`config.mk`:
```
export PLATFORM = sky130hd
export DESIGN_NAME = wds_watchdog
export DESIGN_NICKNAME = d
export VERILOG_FILES = /design/src/wds_pkg.sv /design/src/wds_sel_if.sv /design/src/wds_sel_eval.sv /design/src/wds_watchdog.sv
export VERILOG_INCLUDE_DIRS = /design/src
export SDC_FILE = /design/constraint.sdc
export NUM_CORES = 1
export LEC_CHECK = 0
export BUFFER_PORTS_ARGS = -buffer_cell sky130_fd_sc_hd__buf_4
export CORE_UTILIZATION = 63
export DETAILED_ROUTE_END_ITERATION = 8
export PLACE_DENSITY = 0.87
export RECOVER_POWER = 100
export SLEW_MARGIN = 40
export SYNTH_ARGS = -nofsm -noshare
export SYNTH_HDL_FRONTEND = slang
export SYNTH_HIERARCHICAL = 1
export SYNTH_SLANG_ARGS = --single-unit
```
`constraint.sdc`:
```
create_clock -name ref_clk -period 2.9 [get_ports ref_clk]
set_input_delay 0.29 -clock ref_clk [delete_from_list [all_inputs] [get_ports ref_clk]]
set_output_delay 0.29 -clock ref_clk [all_outputs]
set_load 0.03 [all_outputs]
```
`src/wds_regs.svh`:
```
// timing constants and field codes for the window watchdog supervisor
// assumes a 50 MHz ref_clk; included by bare name from the package, select evaluator and watchdog files
// Functional notes
// - watchdog is off while the disable input is grounded, on otherwise
// - kick input ignored while reset low, fault low, or watchdog disabled
// - timeout pulls fault output low, only while reset output is high
// - fault output held low for exactly the reset hold delay, then released
// - fault output released (not driven) whenever reset output is low
// - manual reset low asserts reset; held low reset delay after release
// - upper timeout chosen from select pin: capacitor, pull-up or open
// - select pin evaluated over a 381 us period before timeout applies
`ifndef WDS_REGS_SVH
`define WDS_REGS_SVH

// ----------------------------------------
// clock and times
// ----------------------------------------
`define WDS_CLK_KHZ        50000
`define WDS_RST_HOLD_MS    200
`define WDS_RST_HOLD_CYC   ((`WDS_RST_HOLD_MS * `WDS_CLK_KHZ))
`define WDS_EVAL_US        381
`define WDS_EVAL_CYC       ((`WDS_EVAL_US * `WDS_CLK_KHZ) / 1000)

// ----------------------------------------
// window defaults and widths
// ----------------------------------------
`define WDS_UPPER_CAP_CYC  1000
`define WDS_UPPER_PU_CYC   2000
`define WDS_UPPER_NC_CYC   4000
`define WDS_LOWER_SHIFT    3
`define WDS_CNT_W          24
`define WDS_SEL_W          2

`endif

```
`src/wds_pkg.sv`:
```
// types shared by the window watchdog supervisor modules
// assumes wds_regs.svh supplies the widths
`include "wds_regs.svh"
package wds_pkg;

  // select pin strapping as seen by the pin sensor
  typedef enum logic [`WDS_SEL_W-1:0] {
    WDS_SEL_CAP    = 2'h0,
    WDS_SEL_PULLUP = 2'h1,
    WDS_SEL_OPEN   = 2'h2,
    WDS_SEL_RSVD   = 2'h3
  } wds_sel_t;

  // watchdog sequencer, one-hot
  typedef enum logic [2:0] {
    WDS_ST_INIT  = 3'h1,
    WDS_ST_RUN   = 3'h2,
    WDS_ST_FAULT = 3'h4
  } wds_state_t;

endpackage

```
`src/wds_sel_if.sv`:
```
// carrier between the select evaluator and the watchdog core
// assumes one clock domain
`timescale 1ns/1ns
interface wds_sel_if;
  import wds_pkg::*;
  logic     done;
  wds_sel_t code;
  modport prov (output done, output code);
  modport cons (input done, input code);
endinterface

```
`src/wds_sel_eval.sv`:
```
// evaluates the timeout select strapping once after reset release
// assumes the strap is stable during the evaluation period
`timescale 1ns/1ns
`include "wds_regs.svh"
module wds_sel_eval
  import wds_pkg::*;
#(
  parameter int unsigned EVAL_CYC = `WDS_EVAL_CYC
)
(
  // clock and reset
  input  wire logic                 ref_clk,
  input  wire logic                 arst_n,
  // strap
  input  wire logic [`WDS_SEL_W-1:0] timeout_select_pin,
  // result
  wds_sel_if.prov                   sel
);

  logic [`WDS_CNT_W-1:0] eval_cnt_reg;
  logic                  done_reg;
  wds_sel_t              code_reg;
  logic                  eval_last;

  if (EVAL_CYC < 1 || EVAL_CYC >= (1 << `WDS_CNT_W))
  begin : g_chk
    $error("evaluation count out of range");
  end

  assign eval_last = (eval_cnt_reg == `WDS_CNT_W'(EVAL_CYC - 1));

  // strap caught by a clocked process after release, never by the reset itself
  always_ff @(posedge ref_clk or negedge arst_n)
  begin
    if (!arst_n)
    begin
      eval_cnt_reg <= '0;
      done_reg     <= 1'b0;
      code_reg     <= WDS_SEL_OPEN;
    end
    else if (!done_reg)
    begin
      eval_cnt_reg <= eval_cnt_reg + 1'b1;
      if (eval_last)
      begin
        done_reg <= 1'b1;
        code_reg <= wds_sel_t'(timeout_select_pin);
      end
    end
  end

  assign sel.done = done_reg;
  assign sel.code = code_reg;
endmodule

```
`src/wds_watchdog.sv`:
```
// window watchdog with reset generator and open-drain fault and reset pins
// assumes supply_ok comes from an external undervoltage comparator, synchronous
`timescale 1ns/1ns
`include "wds_regs.svh"
module wds_watchdog
  import wds_pkg::*;
#(
  parameter int unsigned RST_HOLD_CYC  = `WDS_RST_HOLD_CYC,
  parameter int unsigned EVAL_CYC      = `WDS_EVAL_CYC,
  parameter int unsigned UPPER_CAP_CYC = `WDS_UPPER_CAP_CYC,
  parameter int unsigned UPPER_PU_CYC  = `WDS_UPPER_PU_CYC,
  parameter int unsigned UPPER_NC_CYC  = `WDS_UPPER_NC_CYC
)
(
  // clock and reset
  input  wire logic                  ref_clk,
  input  wire logic                  arst_n,
  // host side inputs
  input  wire logic                  watchdog_disable_input,
  input  wire logic                  watchdog_kick_input,
  input  wire logic                  manual_reset_input,
  input  wire logic                  supply_ok,
  input  wire logic [`WDS_SEL_W-1:0] timeout_select_pin,
  // open-drain reset output, low when driven
  input  wire logic                  reset_out_i,
  output logic                       reset_out_o,
  output logic                       reset_out_oe,
  // open-drain watchdog fault output, low when driven
  input  wire logic                  watchdog_fault_output_i,
  output logic                       watchdog_fault_output_o,
  output logic                       watchdog_fault_output_oe
);

  // ----------------------------------------
  // checks and helpers
  // ----------------------------------------
  localparam int unsigned CNT_MAX = (1 << `WDS_CNT_W) - 1;

  // reset must stand for two cycles at least, so a manual reset is always seen
  if (RST_HOLD_CYC < 2 || RST_HOLD_CYC > CNT_MAX || UPPER_CAP_CYC < 2
      || UPPER_PU_CYC < 2 || UPPER_NC_CYC < 2 || UPPER_CAP_CYC > CNT_MAX
      || UPPER_PU_CYC > CNT_MAX || UPPER_NC_CYC > CNT_MAX)
  begin : g_chk
    $error("watchdog timing parameters out of range");
  end

  // lower bound is a fixed fraction of the upper bound
  function automatic logic [`WDS_CNT_W-1:0] lower_of(input logic [`WDS_CNT_W-1:0] up);
    lower_of = up >> `WDS_LOWER_SHIFT;
  endfunction

  wds_sel_if sel_bus ();

  wds_sel_eval #(
    .EVAL_CYC           (EVAL_CYC)
  ) u_sel (
    .ref_clk            (ref_clk),
    .arst_n             (arst_n),
    .timeout_select_pin (timeout_select_pin),
    .sel                (sel_bus.prov)
  );

  // ----------------------------------------
  // reset generator
  // ----------------------------------------
  logic [`WDS_CNT_W-1:0] rst_cnt_reg;
  logic                  rst_low_reg;
  logic                  rst_cause;
  logic                  rst_done;

  assign rst_cause = !manual_reset_input || !supply_ok;
  assign rst_done  = (rst_cnt_reg == `WDS_CNT_W'(RST_HOLD_CYC - 1));

  always_ff @(posedge ref_clk or negedge arst_n)
  begin
    if (!arst_n)
    begin
      rst_low_reg <= 1'b1;
      rst_cnt_reg <= '0;
    end
    else if (rst_cause)
    begin
      rst_low_reg <= 1'b1;
      rst_cnt_reg <= '0;
    end
    else if (rst_low_reg)
    begin
      rst_low_reg <= !rst_done;
      rst_cnt_reg <= rst_done ? '0 : rst_cnt_reg + 1'b1;
    end
  end

  assign reset_out_o  = 1'b0;
  assign reset_out_oe = rst_low_reg;

  // ----------------------------------------
  // window decode
  // ----------------------------------------
  wds_state_t            state_reg;
  wds_state_t            state_next;
  logic [`WDS_CNT_W-1:0] win_cnt_reg;
  logic [`WDS_CNT_W-1:0] win_cnt_next;
  logic [`WDS_CNT_W-1:0] flt_cnt_reg;
  logic [`WDS_CNT_W-1:0] flt_cnt_next;
  logic                  kick_prev_reg;
  logic [`WDS_CNT_W-1:0] upper_cyc;
  logic [`WDS_CNT_W-1:0] lower_cyc;
  logic                  wd_enabled;
  logic                  kick_fall;
  logic                  kick_early;
  logic                  win_expired;
  logic                  kick_ok;
  logic                  fault_start;
  logic                  fault_done;

  assign upper_cyc = (sel_bus.code == WDS_SEL_CAP)    ? `WDS_CNT_W'(UPPER_CAP_CYC) :
                     (sel_bus.code == WDS_SEL_PULLUP) ? `WDS_CNT_W'(UPPER_PU_CYC)  :
                                                        `WDS_CNT_W'(UPPER_NC_CYC);
  assign lower_cyc   = lower_of(upper_cyc);
  assign wd_enabled  = watchdog_disable_input;
  // edge only counts while running, enabled and reset released
  assign kick_fall   = kick_prev_reg && !watchdog_kick_input && wd_enabled
                       && !rst_low_reg && (state_reg == WDS_ST_RUN);
  assign kick_early  = kick_fall && (win_cnt_reg < lower_cyc);
  assign kick_ok     = kick_fall && !kick_early;
  assign win_expired = wd_enabled && !rst_low_reg && (state_reg == WDS_ST_RUN)
                       && (win_cnt_reg >= upper_cyc - 1'b1);
  // an accepted kick in the last window cycle wins over the expiry
  assign fault_start = (kick_early || (win_expired && !kick_ok)) && !rst_low_reg;
  assign fault_done  = (flt_cnt_reg == `WDS_CNT_W'(RST_HOLD_CYC - 1));

  // ----------------------------------------
  // sequencer
  // ----------------------------------------
  always_comb
  begin
    state_next   = state_reg;
    win_cnt_next = win_cnt_reg;
    flt_cnt_next = flt_cnt_reg;
    unique case (state_reg)
      WDS_ST_INIT:
      begin
        win_cnt_next = '0;
        if (sel_bus.done)
          state_next = WDS_ST_RUN;
      end
      WDS_ST_RUN:
      begin
        if (rst_low_reg || !wd_enabled || kick_ok)
          win_cnt_next = '0;
        else if (fault_start)
        begin
          state_next   = WDS_ST_FAULT;
          flt_cnt_next = '0;
          win_cnt_next = '0;
        end
        else
          win_cnt_next = win_cnt_reg + 1'b1;
      end
      WDS_ST_FAULT:
      begin
        // a system reset ends the fault pulse; the pin is released anyway
        if (rst_low_reg || fault_done)
        begin
          state_next   = WDS_ST_RUN;
          flt_cnt_next = '0;
        end
        else
          flt_cnt_next = flt_cnt_reg + 1'b1;
      end
      default:
      begin
        state_next   = WDS_ST_INIT;
        win_cnt_next = '0;
        flt_cnt_next = '0;
      end
    endcase
  end

  always_ff @(posedge ref_clk or negedge arst_n)
  begin
    if (!arst_n)
    begin
      state_reg     <= WDS_ST_INIT;
      win_cnt_reg   <= '0;
      flt_cnt_reg   <= '0;
      kick_prev_reg <= 1'b0;
    end
    else
    begin
      state_reg     <= state_next;
      win_cnt_reg   <= win_cnt_next;
      flt_cnt_reg   <= flt_cnt_next;
      kick_prev_reg <= watchdog_kick_input;
    end
  end

  // gated by reset level so the pin floats in the same cycle reset goes low
  assign watchdog_fault_output_o  = 1'b0;
  assign watchdog_fault_output_oe = (state_reg == WDS_ST_FAULT) && !rst_low_reg;
endmodule

```
Yosys cells after proc, flatten, opt, wreduce, memory -nomap -nowiden. Cells that the tools add are included.

Logic and storage cells: 80. Input port bits: 10. Bits in registers: 104. Output and inout port bits: 4.

Bitwise logic cells: 2. Mux-type cells: 21. $lt $le $gt $ge: 2. Add/subtract/negate cells: 5. Reduce and logical (&&, ||, !) cells: 30. Equal/unequal tests: 11.

Operators by type and width (number): two-way mux 24 bit (8); adder 24 x 1 -> 24 bit, second input constant (4); case mux 24 bit (3 select lines) (1); == test 24 bit, second input constant (2); case mux 24 bit (2 select lines) (1); == test 24 x 15 -> 1 bit, second input constant (1); greater-or-equal comparator 24 bit (1); < comparator 24 x 9 -> 1 bit (1); two-way mux 12 bit (2); subtractor 12 x 1 -> 13 bit, second input constant (1); logical AND 1 bit (12); two-way mux 3 bit (4); case mux 3 bit (3 select lines) (1); logical NOT 1 bit (8); inequality test 2 bit, second input constant (3); logical OR 1 bit (5); two-way mux 1 bit (4); AND reduction 4 bit (1); == test 3 x 1 -> 1 bit, second input constant (1); == test 3 x 2 -> 1 bit, second input constant (1); == test 3 bit, second input constant (1); AND reduction 3 bit (1); == test 2 x 1 -> 1 bit, second input constant (1); logical NOT 2 bit (1); other kinds (4) (5).

Logic depth before layout (Yosys ltp).
Word-level depth: 15. Gate-level depth with buffers: 10. Mapped depth without buffers: 9.

Modules after synthesis. Netlist, hierarchy kept.

By module, submodules not included: wds_watchdog (instances 1, area each 4609.4 um^2, seq. area each 1929.4 um^2, cells each 485); wds_sel_eval (instances 1, area each 1288.7 um^2, seq. area each 676.9 um^2, cells each 111).

Worst setup path before layout. OpenSTA, ideal clock, no wires.

Path type: reg2reg. Start: reg u_sel.code_reg[1], in the netlist u_sel/sel.code[1]. End: reg flt_cnt_reg[16]. Required time: 2.819 ns. Arrival time: 2.436 ns. Library setup time: 0.081 ns. Slack: 0.383 ns. Path buffers: 1. Cell stages (with the launch flop): 10. Clock period less this slack: 2.517 ns. Cells stage by stage: dfstp_2 > inv_1 > ha_1 > a211oi_1 > a211oi_1 > or4_1 > a211oi_2 > nor3_4 > buf_12 > a31oi_4.

Longest elaborated chain between the ends: 13. Elaborated cells on any way between the ends: 19. Classes of those cells: add/sub (1); order compare (2); eq/ne (3); mux (2); reduce/logical (11).

Ends and longest elaborated chain: start: declaration (line wds_sel_eval.sv:22) `wds_sel_t code_reg;`; start signal: assignment (line wds_sel_eval.sv:47) `code_reg <= wds_sel_t'(timeout_select_pin);`; == test 2 x 1 -> 1 bit (line wds_watchdog.sv:117) `` (sel_bus.code == WDS_SEL_PULLUP) ? `WDS_CNT_W'(UPPER_PU_CYC) : ``; two-way mux 12 bit (line wds_watchdog.sv:117); two-way mux 12 bit * (line wds_watchdog.sv:116) `` assign upper_cyc = (sel_bus.code == WDS_SEL_CAP) ? `WDS_CNT_W'(UPPER_CAP_CYC) : ``; parallel branches: the longest is 9 deep, another holds greater-or-equal comparator 24 bit; AND reduction 3 bit (no source line) *; end signal: assignment (line wds_watchdog.sv:193) `flt_cnt_reg <= flt_cnt_next;`; end: declaration (line wds_watchdog.sv:103) `` logic [`WDS_CNT_W-1:0] flt_cnt_reg; ``.

Mark *: on every way between the ends. A chain may end at the register's enable or synchronous reset.

Worst setup path in the final report.
Start: reg u_sel.code_reg[1], in the netlist u_sel/sel.code[1]. End: reg flt_cnt_reg[6].

The elaborated chain is that of the path after synthesis.

==> metrics.md <==
| Metric | Value |
|---|---|
| Largest net degree at the start of global routing | `64` |
| Max Cap Viol | `0` |
| Final Hold Fails | `0` |
| Crit path capture type | `flop` |
| Synth top area share | `42.9%` |
| Core area | `8890 um2` |
| Worst-Skew Late Latency | `0.38 ns` |
| Global-route met2 utilization | `43.4%` |
| Commonest cells post-synth | `dfrtp_1, nand2_1, nor2_1` |
| Crit Path Class | `reg2reg` |
| Most Crowded Layer GR | `met2` |
| Bufs and invs on worst path | `2` |
| Clock sink count | `104` |
| Warnings from Yosys | `6` |
| Synthesized netlist cell count | `596` |
| Post-synth top area cell | `dfrtp_1` |
| Post-synthesis cell type count | `73` |
| DR WL/cell | `17.2 um` |
| Die Width | `98.8 um` |
| Slew headroom | `32.0%` |
| Cell area after layout | `6260 um2` |
| Setup Viol. Count Final | `0` |
| Top FF cell, synth | `dfrtp_1` |
| Initial antenna violation count | `0` |
| Register bit total from synthesis | `104` |
| Reg2reg setup slack | `0.1 ns` |
| Final Power | `0.00260 W` |
| Critical path data arrival time | `3.10 ns` |
| Number of buffers created by CTS | `9` |
| Mapped Area | `5900 um2` |
| Clock Skews | `0.0124 ns` |
| Die height | `98.8 um` |
| CTS Buffer Depth | `2` |
| Initial DRC count | `257` |
| DP Area | `6040 um2` |
| Starting Density | `66.3%` |
| Hpwl dp | `8320 um` |
| Critical Path Start Type | `flop` |
| Via/cell ratio | `6.57` |
| Final ANT Viol Nets | `0` |
| Root buf cell | `clkbuf_8` |
| Max IR drop VDD | `0.000503 V` |
| RePlAce Congestion | `0.902` |
| Fill cell count | `661` |
| Pwr dens | `415 nW/um2` |
| GRT Overall Usage | `26.5%` |
| Run status | `complete, no violations` |
| Clock transition at path regs | `0.10 ns` |
| Highest-delay cell along the critical path | `dfstp_2` |
| Fin crit period | `2.80 ns` |
| Crit path max-delay family | `compound AO/OA/AOI/OAI gates` |
| Dominant cells by area after synthesis | `dfrtp_1, nand2_1, ha_1` |
| Cell with the most instances after synthesis | `dfrtp_1` |
| DRC Markers | `0` |
| Slowest stage delay, CP | `0.61 ns` |
| Die footprint | `9750 um2` |
| Register area share after synthesis | `44.2%` |
| Critical path, cell by cell | `inv_1 > ha_1 > a211oi_1 > a211oi_1 > or4_4 > a211oi_4 > nor3_4 > buf_12 > a31oi_1` |
| Most frequent CP cell | `a211oi_1` |
| HP Class | `in2reg` |
| FMAX | `0.357 GHz` |
| Critical-path maximum fanout | `24` |
| IO Port Bufs | `9` |
| Grt total ovfl | `0` |
| TritonRoute pass-1 iters | `5` |
| Ant diodes | `0` |
| CTS tree | `built` |
| Layout area overhead | `6.11%` |
| GRT met1 Usage | `34.1%` |
| Max-slew violation count | `0` |
| Tcrit/Tclk final | `96.6%` |
| Worst-Margin Slew | `1.02 ns` |
| Leak pwr | `2.69 nW` |
| Post-CTS Setup Bufs | `0` |
| Vias | `4701` |
| Async set-reset flop share out of synthesis | `100%` |
| Layout cells sized above 1 | `12.3%` |
| H-tree Lvls | `3` |
| Nets | `630` |
| Worst endpoint required time | `3.20 ns` |
| Final WL | `12300 um` |
| Met3 Track Usage GR | `5.96%` |
| Global-route wire length before repair | `20700 um` |
| Ports | `14` |
| Vias in the first global route | `4509` |
| Post-synth EDFFs | `0` |
| Core Rows | `34` |
| Mapped Avg Cell Area | `9.90 um2` |
final timing paths:
kind,end,cells past startpoint,startpoint
min in group asynchronous,u_sel/eval_cnt_reg[13],2,arst_n
max in group asynchronous,win_cnt_reg[20],3,arst_n
min,kick_prev_reg,1,watchdog_kick_input
max,flt_cnt_reg[6],9,u_sel/sel.code[1]
max reg2reg,flt_cnt_reg[6],9,u_sel/sel.code[1]
min reg2reg,u_sel/eval_cnt_reg[23],1,u_sel/eval_cnt_reg[23]
placed cells by master (no fill, tap or decap), types with 4 or more instances in the layout:
master,Yosys,final
dfrtp_1,101,101
nand2_1,73,73
nor2_1,36,36
o21ai_0,24,36
nand3_1,25,26
nand4_1,25,25
inv_1,18,19
xnor2_1,18,18
ha_1,17,17
a21oi_1,14,14
nor3_1,13,14
nor4_1,12,13
a31oi_1,14,13
xor2_1,13,13
and3_1,12,12
o31ai_1,11,10
clkbuf_8,0,9
buf_4,5,9
a31oi_4,8,8
and4_1,7,8
and2_1,13,7
or3_1,6,6
a41oi_1,6,6
o21a_1,6,6
and2_0,0,6
nor2b_1,5,5
o22ai_2,5,5
nor3b_1,4,4
clkbuf_1,9,4
logic make-up after synthesis:
group	after synthesis	synth area share, %
mux	6	1.27
flops	104	44.2
other cells	1	0.0636
fa+ha+maj	17	3.61
simple gates	261	24.7
compound gates	133	17.7
buf+inv	43	3.86
xor+xnor	31	4.60
report_power, final:
part	total [W]	internal, W	switching, W
Combinational	0.0000598	0.0000131	0.0000468
Clock	0.00109	0.000574	0.000512
Sequential	0.00145	0.00145	0.00000170
area by class of cell:
type | count | area [um2] | share of cell area [%]
multi-input cells | 451 | 3070 | 49.1
repair buffers | 18 | 130 | 2.08
clock buffers | 9 | 124 | 1.98
well taps | 108 | 135 | 2.16
clock inverters | 7 | 119 | 1.90
inverters | 19 | 71.3 | 1.14
flip-flops and latches | 104 | 2610 | 41.6
layer usage:
layer  up-vias  wire length [um]
li1       2202                 -
met1      2310              5270
met2       153              6070
met3        36               645
met4         0               318
met5         -                 0
per-stage QoR:
stage | cells | setup slack, ns | setup TNS (ns) | hold slack (ns) | util (%)
floorplan | 598 | 0.383 | 0 | -0.00559 | -
global placement | 699 | 0.255 | 0 | 0.301 | 68.0
detailed placement | 699 | 0.177 | 0 | 0.312 | 68.0
CTS | 716 | 0.142 | 0 | 0.0161 | 70.8
global route | 716 | -0.0335 | -0.0485 | 0.0402 | 70.4
finish | 716 | 0.0985 | 0 | 0.0400 | 70.4
worst register-to-register path, stage by stage, from the launching register on:
cell and delay (ns):
dfstp_2 0.61, inv_1 0.10, ha_1 0.32, a211oi_1 0.21, a211oi_1 0.15, or4_4 0.53, a211oi_4 0.32, nor3_4 0.09
buf_12 0.20, a31oi_1 0.21
repair_timing:
item                                   in CTS  in global routing
hold buffers                                1                  0
setup endpoints to repair                   0                  2
resized for setup                           0                  4
endpoints found under the hold margin      40                  0
Power figures use the tool's default switching activity.
